==> config.mk <==
export PLATFORM = sky130hd
export DESIGN_NAME = icq_interp
export DESIGN_NICKNAME = d
export VERILOG_FILES = /design/src/icq_pkg.sv /design/src/icq_dec_ascii.sv /design/src/icq_interp.sv /design/src/icq_nvmem.sv
export SDC_FILE = /design/constraint.sdc
export NUM_CORES = 1
export LEC_CHECK = 0
export ABC_AREA = 1
export BUFFER_PORTS_ARGS = -buffer_cell sky130_fd_sc_hd__buf_2
export CAP_MARGIN = 20
export CORE_UTILIZATION = 33
export CTS_BUF_LIST = sky130_fd_sc_hd__clkbuf_2
export CTS_CLUSTER_DIAMETER = 30
export DETAILED_ROUTE_END_ITERATION = 16
export GPL_ROUTABILITY_DRIVEN = 0
export GPL_TIMING_DRIVEN = 0
export SETUP_SLACK_MARGIN = 0.02
export SLEW_MARGIN = 20
export SYNTH_ARGS = -nofsm -noshare
export SYNTH_HDL_FRONTEND = slang
export SYNTH_SLANG_ARGS = --single-unit
==> constraint.sdc <==
create_clock -name mclk -period 67.3 [get_ports mclk]
set_input_delay 3.365 -clock mclk [delete_from_list [all_inputs] [get_ports mclk]]
set_output_delay 3.365 -clock mclk [all_outputs]
set_load 0.005 [all_outputs]
==> src/icq_pkg.sv <==
// command codes, error-byte layout and numeric limits for the command interpreter
// assumes an upstream parser that turns received text into a code, flags and a scaled value
package icq_pkg;

  // command codes as delivered by the parser
  localparam logic [3:0] CMD_MULT_VOLT   = 4'h0;
  localparam logic [3:0] CMD_PART_SENS   = 4'h1;
  localparam logic [3:0] CMD_TOTAL_SENS  = 4'h2;
  localparam logic [3:0] CMD_MASS_LOCK   = 4'h3;
  localparam logic [3:0] CMD_LINK_ERR    = 4'h4;
  localparam logic [3:0] CMD_ELECTROM    = 4'h5;
  localparam logic [3:0] CMD_FILAMENT    = 4'h6;
  localparam logic [3:0] CMD_MULT_ERR    = 4'h7;
  localparam logic [3:0] CMD_SUPPLY      = 4'h8;
  localparam logic [3:0] CMD_FILTER      = 4'h9;

  // parameter values arrive in units of 1/10000
  localparam logic [31:0] VALUE_SCALE    = 32'h0000_2710;
  localparam logic [31:0] MULT_VOLT_MAX  = 32'h017b_f0a0;  // 2489.9744
  localparam logic [31:0] PART_SENS_MAX  = 32'h0001_86a0;  // 10.0000
  localparam logic [31:0] TOTAL_SENS_MAX = 32'h000f_4240;  // 100.0000
  localparam logic [31:0] MASS_MIN       = 32'h0000_0028;  // 0.0040
  localparam int          MASS_STEPS_PER_AMU = 256;

  // non-volatile slots
  localparam logic [1:0] SLOT_MULT_VOLT  = 2'h0;
  localparam logic [1:0] SLOT_PART_SENS  = 2'h1;
  localparam logic [1:0] SLOT_TOTAL_SENS = 2'h2;

  // error byte bits raised by the interpreter itself: link bad command and bad parameter, multiplier absent
  localparam int LINK_BAD_CMD   = 1;
  localparam int LINK_BAD_PARAM = 2;
  localparam int EM_ABSENT_BIT  = 7;

  // summary status byte bits
  localparam int ST_LINK     = 0;
  localparam int ST_MULT     = 3;
  localparam int ST_FILTER   = 4;
  localparam int ST_DETECTOR = 5;
  localparam int ST_SUPPLY   = 6;

  // self-test request index
  localparam int TEST_DET    = 0;
  localparam int TEST_SUPPLY = 1;
  localparam int TEST_FILTER = 2;

  localparam logic [7:0] CHAR_LF    = 8'h0a;
  localparam logic [7:0] CHAR_CR    = 8'h0d;
  localparam logic [7:0] CHAR_ZERO  = 8'h30;
  localparam logic [7:0] BYTE_RESET = 8'h00;

endpackage

==> src/icq_dec_ascii.sv <==
// unsigned binary to decimal ASCII, most significant digit first, no leading zeros
// assumes the consumer takes a character when charReady is high; one digit per few cycles
`timescale 1ns/1ps
`default_nettype none
module icq_dec_ascii (
  input  wire logic        mclk,
  input  wire logic        resetn,
  input  wire logic        start,
  input  wire logic [31:0] value,
  input  wire logic        charReady,
  output logic             charValid,
  output logic      [7:0]  charData,
  output logic             busy
);
  logic [31:0] rem;
  logic [3:0]  idx;
  logic [3:0]  digit;
  logic        started;
  logic [31:0] pow;

  always_comb begin
    case (idx)
      4'h9:    pow = 32'h3b9a_ca00;
      4'h8:    pow = 32'h05f5_e100;
      4'h7:    pow = 32'h0098_9680;
      4'h6:    pow = 32'h000f_4240;
      4'h5:    pow = 32'h0001_86a0;
      4'h4:    pow = 32'h0000_2710;
      4'h3:    pow = 32'h0000_03e8;
      4'h2:    pow = 32'h0000_0064;
      4'h1:    pow = 32'h0000_000a;
      default: pow = 32'h0000_0001;
    endcase
  end

  // repeated subtraction keeps this tiny; a ten-digit value needs at most ~100 cycles
  always_ff @(posedge mclk) begin
    if (!resetn) begin
      rem       <= 32'h0;
      idx       <= 4'h0;
      digit     <= 4'h0;
      started   <= 1'b0;
      busy      <= 1'b0;
      charValid <= 1'b0;
      charData  <= 8'h00;
    end else begin
      if (charValid && charReady) begin
        charValid <= 1'b0;
      end
      if (start) begin
        rem     <= value;
        idx     <= 4'h9;
        digit   <= 4'h0;
        started <= 1'b0;
        busy    <= 1'b1;
      end else if (busy && !charValid) begin
        if (rem >= pow) begin
          rem   <= rem - pow;
          digit <= digit + 4'h1;
        end else begin
          if (digit != 4'h0 || started || idx == 4'h0) begin
            charValid <= 1'b1;
            charData  <= icq_pkg::CHAR_ZERO | {4'h0, digit};
            started   <= 1'b1;
          end
          digit <= 4'h0;
          if (idx == 4'h0) begin
            busy <= 1'b0;
          end else begin
            idx <= idx - 4'h1;
          end
        end
      end
    end
  end
endmodule
`default_nettype wire

==> src/icq_interp.sv <==
// command interpreter: calibration store, mass lock and error-byte queries
// assumes a parser delivering one decoded command per cmdValid pulse, a byte transmitter
// with valid/ready, and self-test engines on the same clock answering with testDone
`timescale 1ns/1ps
`default_nettype none
module icq_interp #(
  parameter int MASS_MAX_AMU = 300
) (
  input  wire logic        mclk,
  input  wire logic        resetn,
  // decoded command
  input  wire logic        cmdValid,
  input  wire logic [3:0]  cmdCode,
  input  wire logic        cmdHasParam,
  input  wire logic        cmdIsQuery,
  input  wire logic        cmdIsDefault,
  input  wire logic [31:0] cmdValue,
  output logic             cmdBusy,
  // response bytes
  output logic             txValid,
  output logic      [7:0]  txData,
  input  wire logic        txReady,
  // error sources
  input  wire logic        emPresentPin,
  input  wire logic [7:0]  linkErrSet,
  input  wire logic [7:0]  emErrSet,
  input  wire logic [7:0]  filErrSet,
  input  wire logic        filEmissionOk,
  // self tests: 0 electrometer, 1 supply, 2 filter
  output logic      [2:0]  testReq,
  input  wire logic        testDone,
  input  wire logic [7:0]  testResult,
  output logic             detRestore,
  // mass filter and summary status byte
  output logic             filterOn,
  output logic      [16:0] filterMass,
  output logic             filterStabilise,
  output logic      [7:0]  statusByte
);
  typedef enum logic [2:0] {
    ST_IDLE, ST_TEST, ST_NV_WAIT, ST_NUM, ST_LF, ST_CR, ST_DONE
  } icq_state_t;

  localparam logic [31:0] MASS_MAX = 32'(MASS_MAX_AMU) * icq_pkg::VALUE_SCALE;

  icq_state_t  state;
  logic [2:0]  emSync;
  logic        emPresent;
  logic [7:0]  linkErr;
  logic [7:0]  detErr;
  logic [7:0]  filErr;
  logic [7:0]  emErr;
  logic [7:0]  supErr;
  logic [7:0]  fltErr;
  logic [3:0]  curCmd;
  logic        withCr;
  logic [1:0]  testIdx;

  logic        nvWe;
  logic [1:0]  nvAddr;
  logic [31:0] nvRdata;
  logic        encStart;
  logic [31:0] encValue;
  logic        encValid;
  logic [7:0]  encChar;
  logic        encBusy;

  // command classification
  logic        isStore;
  logic        isErrQuery;
  logic        badCmd;
  logic        badParam;
  logic [31:0] storeMax;
  logic [1:0]  storeSlot;
  logic [39:0] massProd;
  logic [39:0] massQ;
  logic        accept;

  assign accept = cmdValid && state == ST_IDLE;

  always_comb begin
    isStore   = cmdCode == icq_pkg::CMD_MULT_VOLT || cmdCode == icq_pkg::CMD_PART_SENS
             || cmdCode == icq_pkg::CMD_TOTAL_SENS;
    isErrQuery = cmdCode >= icq_pkg::CMD_LINK_ERR && cmdCode <= icq_pkg::CMD_FILTER;
    storeMax  = icq_pkg::MULT_VOLT_MAX;
    storeSlot = icq_pkg::SLOT_MULT_VOLT;
    if (cmdCode == icq_pkg::CMD_PART_SENS) begin
      storeMax  = icq_pkg::PART_SENS_MAX;
      storeSlot = icq_pkg::SLOT_PART_SENS;
    end else if (cmdCode == icq_pkg::CMD_TOTAL_SENS) begin
      storeMax  = icq_pkg::TOTAL_SENS_MAX;
      storeSlot = icq_pkg::SLOT_TOTAL_SENS;
    end
    badCmd   = 1'b0;
    badParam = 1'b0;
    if (cmdCode == icq_pkg::CMD_MULT_VOLT && !emPresent) begin
      badCmd = 1'b1;
    end else if (isStore) begin
      if (!cmdHasParam || cmdIsDefault) begin
        badParam = 1'b1;
      end else if (!cmdIsQuery && cmdValue > storeMax) begin
        badParam = 1'b1;
      end
    end else if (cmdCode == icq_pkg::CMD_MASS_LOCK) begin
      if (!cmdHasParam || cmdIsQuery || cmdIsDefault) begin
        badParam = 1'b1;
      end else if (cmdValue != 32'h0 && (cmdValue < icq_pkg::MASS_MIN || cmdValue > MASS_MAX)) begin
        badParam = 1'b1;
      end
    end else if (isErrQuery) begin
      if (!cmdHasParam || !cmdIsQuery) begin
        badParam = 1'b1;
      end
    end else begin
      badCmd = 1'b1;
    end
  end

  // round to the nearest 1/256 amu step
  assign massProd = {8'h00, cmdValue} * 40'(icq_pkg::MASS_STEPS_PER_AMU);
  assign massQ    = (massProd + {9'h000, icq_pkg::VALUE_SCALE[31:1]}) / {8'h00, icq_pkg::VALUE_SCALE};

  // multiplier strap crosses in through three stages
  always_ff @(posedge mclk) begin
    if (!resetn) begin
      emSync    <= 3'b000;
      emPresent <= 1'b0;
    end else begin
      emSync <= {emSync[1:0], emPresentPin};
      if (emSync[1] == emSync[2]) begin
        emPresent <= emSync[2];
      end
    end
  end

  icq_nvmem u_nvmem (
    .mclk  (mclk),
    .we    (nvWe),
    .addr  (nvAddr),
    .wdata (cmdValue),
    .rdata (nvRdata)
  );

  // sensitivities and voltage go to the store only; nothing else reads them
  assign nvWe   = accept && isStore && !badCmd && !badParam && !cmdIsQuery;
  assign nvAddr = storeSlot;

  icq_dec_ascii u_dec (
    .mclk      (mclk),
    .resetn    (resetn),
    .start     (encStart),
    .value     (encValue),
    .charReady (!txValid),
    .charValid (encValid),
    .charData  (encChar),
    .busy      (encBusy)
  );

  // sequencer
  always_ff @(posedge mclk) begin
    if (!resetn) begin
      state      <= ST_IDLE;
      curCmd     <= icq_pkg::CMD_MULT_VOLT;
      withCr     <= 1'b1;
      testIdx    <= 2'h0;
      testReq    <= 3'b000;
      detRestore <= 1'b0;
      encStart   <= 1'b0;
      encValue   <= 32'h0;
      cmdBusy    <= 1'b0;
    end else begin
      encStart   <= 1'b0;
      detRestore <= 1'b0;
      case (state)
        ST_IDLE: begin
          if (accept && !badCmd && !badParam) begin
            curCmd <= cmdCode;
            withCr <= cmdCode != icq_pkg::CMD_FILAMENT;
            if (isStore && cmdIsQuery) begin
              state   <= ST_NV_WAIT;
              cmdBusy <= 1'b1;
            end else if (cmdCode == icq_pkg::CMD_ELECTROM || cmdCode == icq_pkg::CMD_SUPPLY
                         || cmdCode == icq_pkg::CMD_FILTER) begin
              state   <= ST_TEST;
              cmdBusy <= 1'b1;
              testIdx <= cmdCode == icq_pkg::CMD_ELECTROM ? 2'(icq_pkg::TEST_DET)
                       : cmdCode == icq_pkg::CMD_SUPPLY ? 2'(icq_pkg::TEST_SUPPLY) : 2'(icq_pkg::TEST_FILTER);
              testReq <= cmdCode == icq_pkg::CMD_ELECTROM ? 3'b001
                       : cmdCode == icq_pkg::CMD_SUPPLY ? 3'b010 : 3'b100;
            end else if (isErrQuery) begin
              state    <= ST_NUM;
              cmdBusy  <= 1'b1;
              encStart <= 1'b1;
              if (cmdCode == icq_pkg::CMD_LINK_ERR) begin
                encValue <= {24'h0, linkErr};
              end else if (cmdCode == icq_pkg::CMD_FILAMENT) begin
                encValue <= {24'h0, filErr};
              end else begin
                encValue <= {24'h0, emErr | {!emPresent, 7'h00}};
              end
            end
          end
        end
        ST_TEST: begin
          if (testDone) begin
            testReq  <= 3'b000;
            encStart <= 1'b1;
            encValue <= {24'h0, testResult};
            state    <= ST_NUM;
            if (testIdx == 2'(icq_pkg::TEST_DET)) begin
              detRestore <= 1'b1;
            end
          end
        end
        ST_NV_WAIT: begin
          encStart <= 1'b1;
          encValue <= nvRdata;
          state    <= ST_NUM;
        end
        ST_NUM: begin
          if (!encStart && !encBusy && !encValid && !txValid) begin
            state <= ST_LF;
          end
        end
        ST_LF: begin
          if (!txValid) begin
            state <= withCr ? ST_CR : ST_DONE;
          end
        end
        ST_CR: begin
          if (!txValid) begin
            state <= ST_DONE;
          end
        end
        default: begin
          state   <= ST_IDLE;
          cmdBusy <= 1'b0;
        end
      endcase
    end
  end

  // transmit holding register
  always_ff @(posedge mclk) begin
    if (!resetn) begin
      txValid <= 1'b0;
      txData  <= icq_pkg::BYTE_RESET;
    end else begin
      if (txValid && txReady) begin
        txValid <= 1'b0;
      end else if (!txValid) begin
        if (encValid) begin
          txValid <= 1'b1;
          txData  <= encChar;
        end else if (state == ST_LF) begin
          txValid <= 1'b1;
          txData  <= icq_pkg::CHAR_LF;
        end else if (state == ST_CR) begin
          txValid <= 1'b1;
          txData  <= icq_pkg::CHAR_CR;
        end
      end
    end
  end

  // error bytes; a set arriving with a clear is kept
  always_ff @(posedge mclk) begin
    if (!resetn) begin
      linkErr <= icq_pkg::BYTE_RESET;
      emErr   <= icq_pkg::BYTE_RESET;
      filErr  <= icq_pkg::BYTE_RESET;
      detErr  <= icq_pkg::BYTE_RESET;
      supErr  <= icq_pkg::BYTE_RESET;
      fltErr  <= icq_pkg::BYTE_RESET;
    end else begin
      if (state == ST_DONE && curCmd == icq_pkg::CMD_LINK_ERR) begin
        linkErr <= linkErrSet;
      end else begin
        linkErr <= linkErr | linkErrSet;
      end
      if (accept && badCmd) begin
        linkErr[icq_pkg::LINK_BAD_CMD] <= 1'b1;
      end
      if (accept && badParam) begin
        linkErr[icq_pkg::LINK_BAD_PARAM] <= 1'b1;
      end
      if (state == ST_DONE && curCmd == icq_pkg::CMD_MULT_ERR) begin
        emErr <= emErrSet;
      end else begin
        emErr <= emErr | emErrSet;
      end
      // only the protection monitor touches this byte
      if (filErrSet != 8'h00) begin
        filErr <= filErr | filErrSet;
      end else if (filEmissionOk) begin
        filErr <= icq_pkg::BYTE_RESET;
      end
      if (state == ST_TEST && testDone) begin
        if (testIdx == 2'(icq_pkg::TEST_DET)) begin
          detErr <= testResult;
        end else if (testIdx == 2'(icq_pkg::TEST_SUPPLY)) begin
          supErr <= testResult;
        end else begin
          fltErr <= testResult;
        end
      end
    end
  end

  // summary status byte
  always_ff @(posedge mclk) begin
    if (!resetn) begin
      statusByte <= icq_pkg::BYTE_RESET;
    end else begin
      statusByte                       <= 8'h00;
      statusByte[icq_pkg::ST_LINK]     <= linkErr != 8'h00;
      statusByte[icq_pkg::ST_MULT]     <= emErr != 8'h00;
      statusByte[icq_pkg::ST_DETECTOR] <= detErr != 8'h00;
      statusByte[icq_pkg::ST_SUPPLY]   <= supErr != 8'h00;
      statusByte[icq_pkg::ST_FILTER]   <= fltErr != 8'h00;
    end
  end

  // mass filter control; no ion current measurement is started here
  always_ff @(posedge mclk) begin
    if (!resetn) begin
      filterOn        <= 1'b0;
      filterMass      <= 17'h0;
      filterStabilise <= 1'b0;
    end else if (cmdValid) begin
      filterStabilise <= 1'b0;
      if (accept && cmdCode == icq_pkg::CMD_MASS_LOCK && !badParam) begin
        if (cmdValue == 32'h0) begin
          filterOn   <= 1'b0;
          filterMass <= 17'h0;
        end else begin
          filterOn        <= 1'b1;
          filterMass      <= massQ[16:0];
          filterStabilise <= 1'b1;
        end
      end
    end
  end
endmodule
`default_nettype wire

==> src/icq_nvmem.sv <==
// small calibration store: four 32-bit words, registered read data
// assumes one access per cycle; contents survive reset as a real non-volatile store would
`timescale 1ns/1ps
`default_nettype none
module icq_nvmem (
  input  wire logic        mclk,
  input  wire logic        we,
  input  wire logic [1:0]  addr,
  input  wire logic [31:0] wdata,
  output logic      [31:0] rdata
);
  logic [31:0] mem [0:3];

  always_ff @(posedge mclk) begin
    if (we) begin
      mem[addr] <= wdata;
    end
    rdata <= mem[addr];
  end
endmodule
`default_nettype wire

==> flow_summary.yaml <==
critical_path:
  critPathMaxFanout: 11
  slowest_delay_ps: 400
  critical_path_arrival_ps: 32600
  cp_slowest_cell: "a21oi_1"
  crit_start: "cmdValue[0]"
  cp.required_ps: 68290
  cp-start-kind: "input port"
  rr_worst_depth: 31
  r2r_end: "u_dec.rem[7]$_SDFFE_PN0P_"
  cp_num_buf_inv: 48
  crit_path_end: "filterMass[0]$_SDFFE_PN0P_"
  path_depth: 221
  reg2reg_slack_ps: 61020
  crit_path_end_kind: "register"
  crit_family: "simple AND/OR/NAND/NOR gates"
  cp_common_cell: "nand2_2"
  reg2reg_from: "u_dec.idx[0]$_SDFFE_PN0P_"
  critical_path_class: "in2reg"
global_route:
  grt_pass1_vias: 36856
  grt_usage_pct: 19.7
  grt_max_degree: 23
  antenna_found_initial: 2
  grt_pass1_wl_um: 195000
  overflow: 0
timing:
  fin_hold_ws_ps: 398
  slew_headroom_pct: 26.1
  hold_violations: 0
  maxSlewViolCount: 0
  fin_skew_ps: 131
  fin_crit_sh_pct: 47.0
  rsz0062_at_grt: "no"
  setup_viol: 0
  fmax_mhz: 31.6
  tightest_slew_ps: 1110
  setup_tns_ps: 0
  period_needed_ps: 31610
die:
  die-area_um2: 120000
  start_util_pct: 33.3
  rows: 126
  core-area_um2: 118000
  ioPinCount: 119
  die_h_um: 347
  die_width_um: 347
drt:
  drtAntennaViolNets: 0
  via_per_inst: 5.02
  dr_total_vias: 39239
  drt_iter0_drc: 2757
  wirelength_um: 121000
  drt_drc_violations_left: 0
  drt-wirelength-per-cell_um: 15.5
  dr.pass1.iters: 5
logic_synthesis:
  syn_inst: 6030
  synthArstFlopShare_pct: 0
  synth_fa_ha_area_share_pct: 2.15
  synthXorXnorAreaFrac_pct: 4.48
  synth-compound-area-share_pct: 9.36
  synthTopCellsByArea: "nand2_1, dfxtp_1, edfxtp_1, nand3_1, nand2_2"
  synthDominantCellAreaShare_pct: 14.1
  synthMuxAreaShare_pct: 0.0574
  avgSynthCellArea_um2: 6.51
  synth_top_cell_by_area: "nand2_1"
  synth_top_family_by_area: "simple AND/OR/NAND/NOR gates"
  yosysWarnings: 0
  syn_area_um2: 39300
  yosysSeqAreaShare_pct: 18.0
  synth_edf_count: 96
  post_synth_num_cell_types: 85
  ys_ff_latch: 306
  ys.flop_type: "dfxtp_1"
  synthSimpleGateAreaFrac_pct: 53.9
clocking:
  post-cts-setup-buffers: 0
  cts_root_buffer: "clkbuf_2"
  cts_resized: 0
  cts_tree: "yes"
  clock_latency_ps: 1220
  htreeDepth: 3
  cts.path.max_buffers: 3
  hold_buffers: 0
  clkSinkCount: 306
  cts.clk_slew.worst_paths_ps: 90
  cts_inserted_buffers: 78
finish:
  syn_to_final_growth_pct: 8.48
  nets: 6373
  drive_gt1_share_pct: 24.9
place:
  hpwl_um: 98900
  port_buffers: 112
run:
  cap_violations: 0
outcome:
  status: "finished clean"
hold_path:
  hp-class: "reg2reg"
[flip-flops by register name (all words and copies together), names as in the netlist, 5 cells and up]
register	cells
filErr	8
statusByte	5
u_nvmem.rdata	32
detErr	8
u_nvmem.mem	96
u_dec.rem	32
supErr	8
u_dec.charData	5
encValue	32
fltErr	8
emErr	8
txData	5
filterMass	17
linkErr	8
[layout by cell type (no fill, tap or decap), types with 34 or more instances in the layout]
cell type and instances:
nor2_4 71, clkbuf_2 109, edfxtp_1 96, nor2_1 553, xor2_1 139, dfxtp_1 210
xnor2_1 34, nor2_2 109, inv_1 589, nand4_1 146, nor3_1 68, a21oi_1 241
a31oi_1 36, clkinv_1 36, nand3_2 124, nand2_4 198, nand2_2 432, nand3_1 566
clkbuf_1 55, nand3b_1 46, o21ai_0 223, inv_2 104, nand2_1 1475, ha_1 65
buf_2 116
[Yosys cell counts (all sizes together) (4+ instances only)]
master and instances:
ha 65, nand2 2118, o211ai 13, xnor2 34
a41oi 9, clkinv 42, o31ai 4, edfxtp 96
nor2 739, clkbuf 68, a31oi 36, a211oi 10
o21bai 12, dfxtp 210, o21ai 263, buf 87
a21oi 256, inv 713, nor4 29, or2 8
a221oi 5, nor3 81, o2111ai 4, nand3 714
a21boi 4, a31o 6, nand4 162, xor2 154
bufinv 10, nand3b 50
[routing by layer]
metal | global-route usage [%] | part of all wire, % | routed length, µm
met1 | 26.7 | 47 | 56500
met2 | 32.9 | 46 | 55600
met3 | 2.19 | 5.4 | 6490
met4 | 5.12 | 2.0 | 2410
met5 | 0 | 0 | 0
[stage by stage]
stage	setup WS (ps)	util (%)	instances	instance area, µm²
floorplan	40200	-	6034	39300
global placement	34880	35.4	7682	41800
detailed placement	34700	35.5	7685	41900
CTS	35870	36.1	7816	42600
global route	33130	36.1	7818	42600
finish	35690	36.1	7818	42600
[worst min path at each step]
| stage | from | to | slack [ps] | cells past startpoint |
|---|---|---|---|---|
| 3_5_place_dp | emSync[0]$_SDFF_PN0_ | emSync[1]$_SDFF_PN0_ | 410 | 2 |
| 3_3_place_gp | emSync[0]$_SDFF_PN0_ | emSync[1]$_SDFF_PN0_ | 410 | 2 |
| 6_report | u_nvmem.rdata[24]$_DFF_P_ | encValue[24]$_SDFFE_PN0P_ | 400 | 2 |
| 4_1_cts | u_nvmem.rdata[24]$_DFF_P_ | encValue[24]$_SDFFE_PN0P_ | 400 | 2 |
| 5_1_grt | u_nvmem.rdata[24]$_DFF_P_ | encValue[24]$_SDFFE_PN0P_ | 410 | 2 |
| 2_1_floorplan | emSync[0]$_SDFF_PN0_ | emSync[1]$_SDFF_PN0_ | 390 | 2 |
[worst register-to-register path, delay by kind of cell (launching register included)]
family | cells | cell delay, ps
AND/OR/NAND/NOR | 15 | 2000
AO/OA/AOI/OAI | 10 | 1900
adder cells (fa/ha/maj) | 4 | 1120
buffers and inverters | 2 | 670
flip-flops | 1 | 500
[kinds of logic (layout without fill, tap and decap cells)]
group / Yosys count / after routing
mux: 2 / 2
flops: 306 / 306
buf+inv: 920 / 1166
fa+ha+maj: 67 / 67
other cells: 1 / 7
compound gates: 637 / 637
simple gates: 3909 / 3909
xor+xnor: 188 / 188
[cell type report]
type	instances	area, µm²
Antenna cell	2	5.00
Buffer	155	1580
Clock buffer	109	546
Clock inverter	22	166
Fill cell	12791	75500
Inverter	765	3130
Multi-Input combinational cell	4808	27500
Sequential cell	306	7090
Tap cell	1536	1920
Timing Repair Buffer	115	636
Power is not shown: default switching activity piles up to over one toggle a cycle in this logic, so the estimate is an artifact.
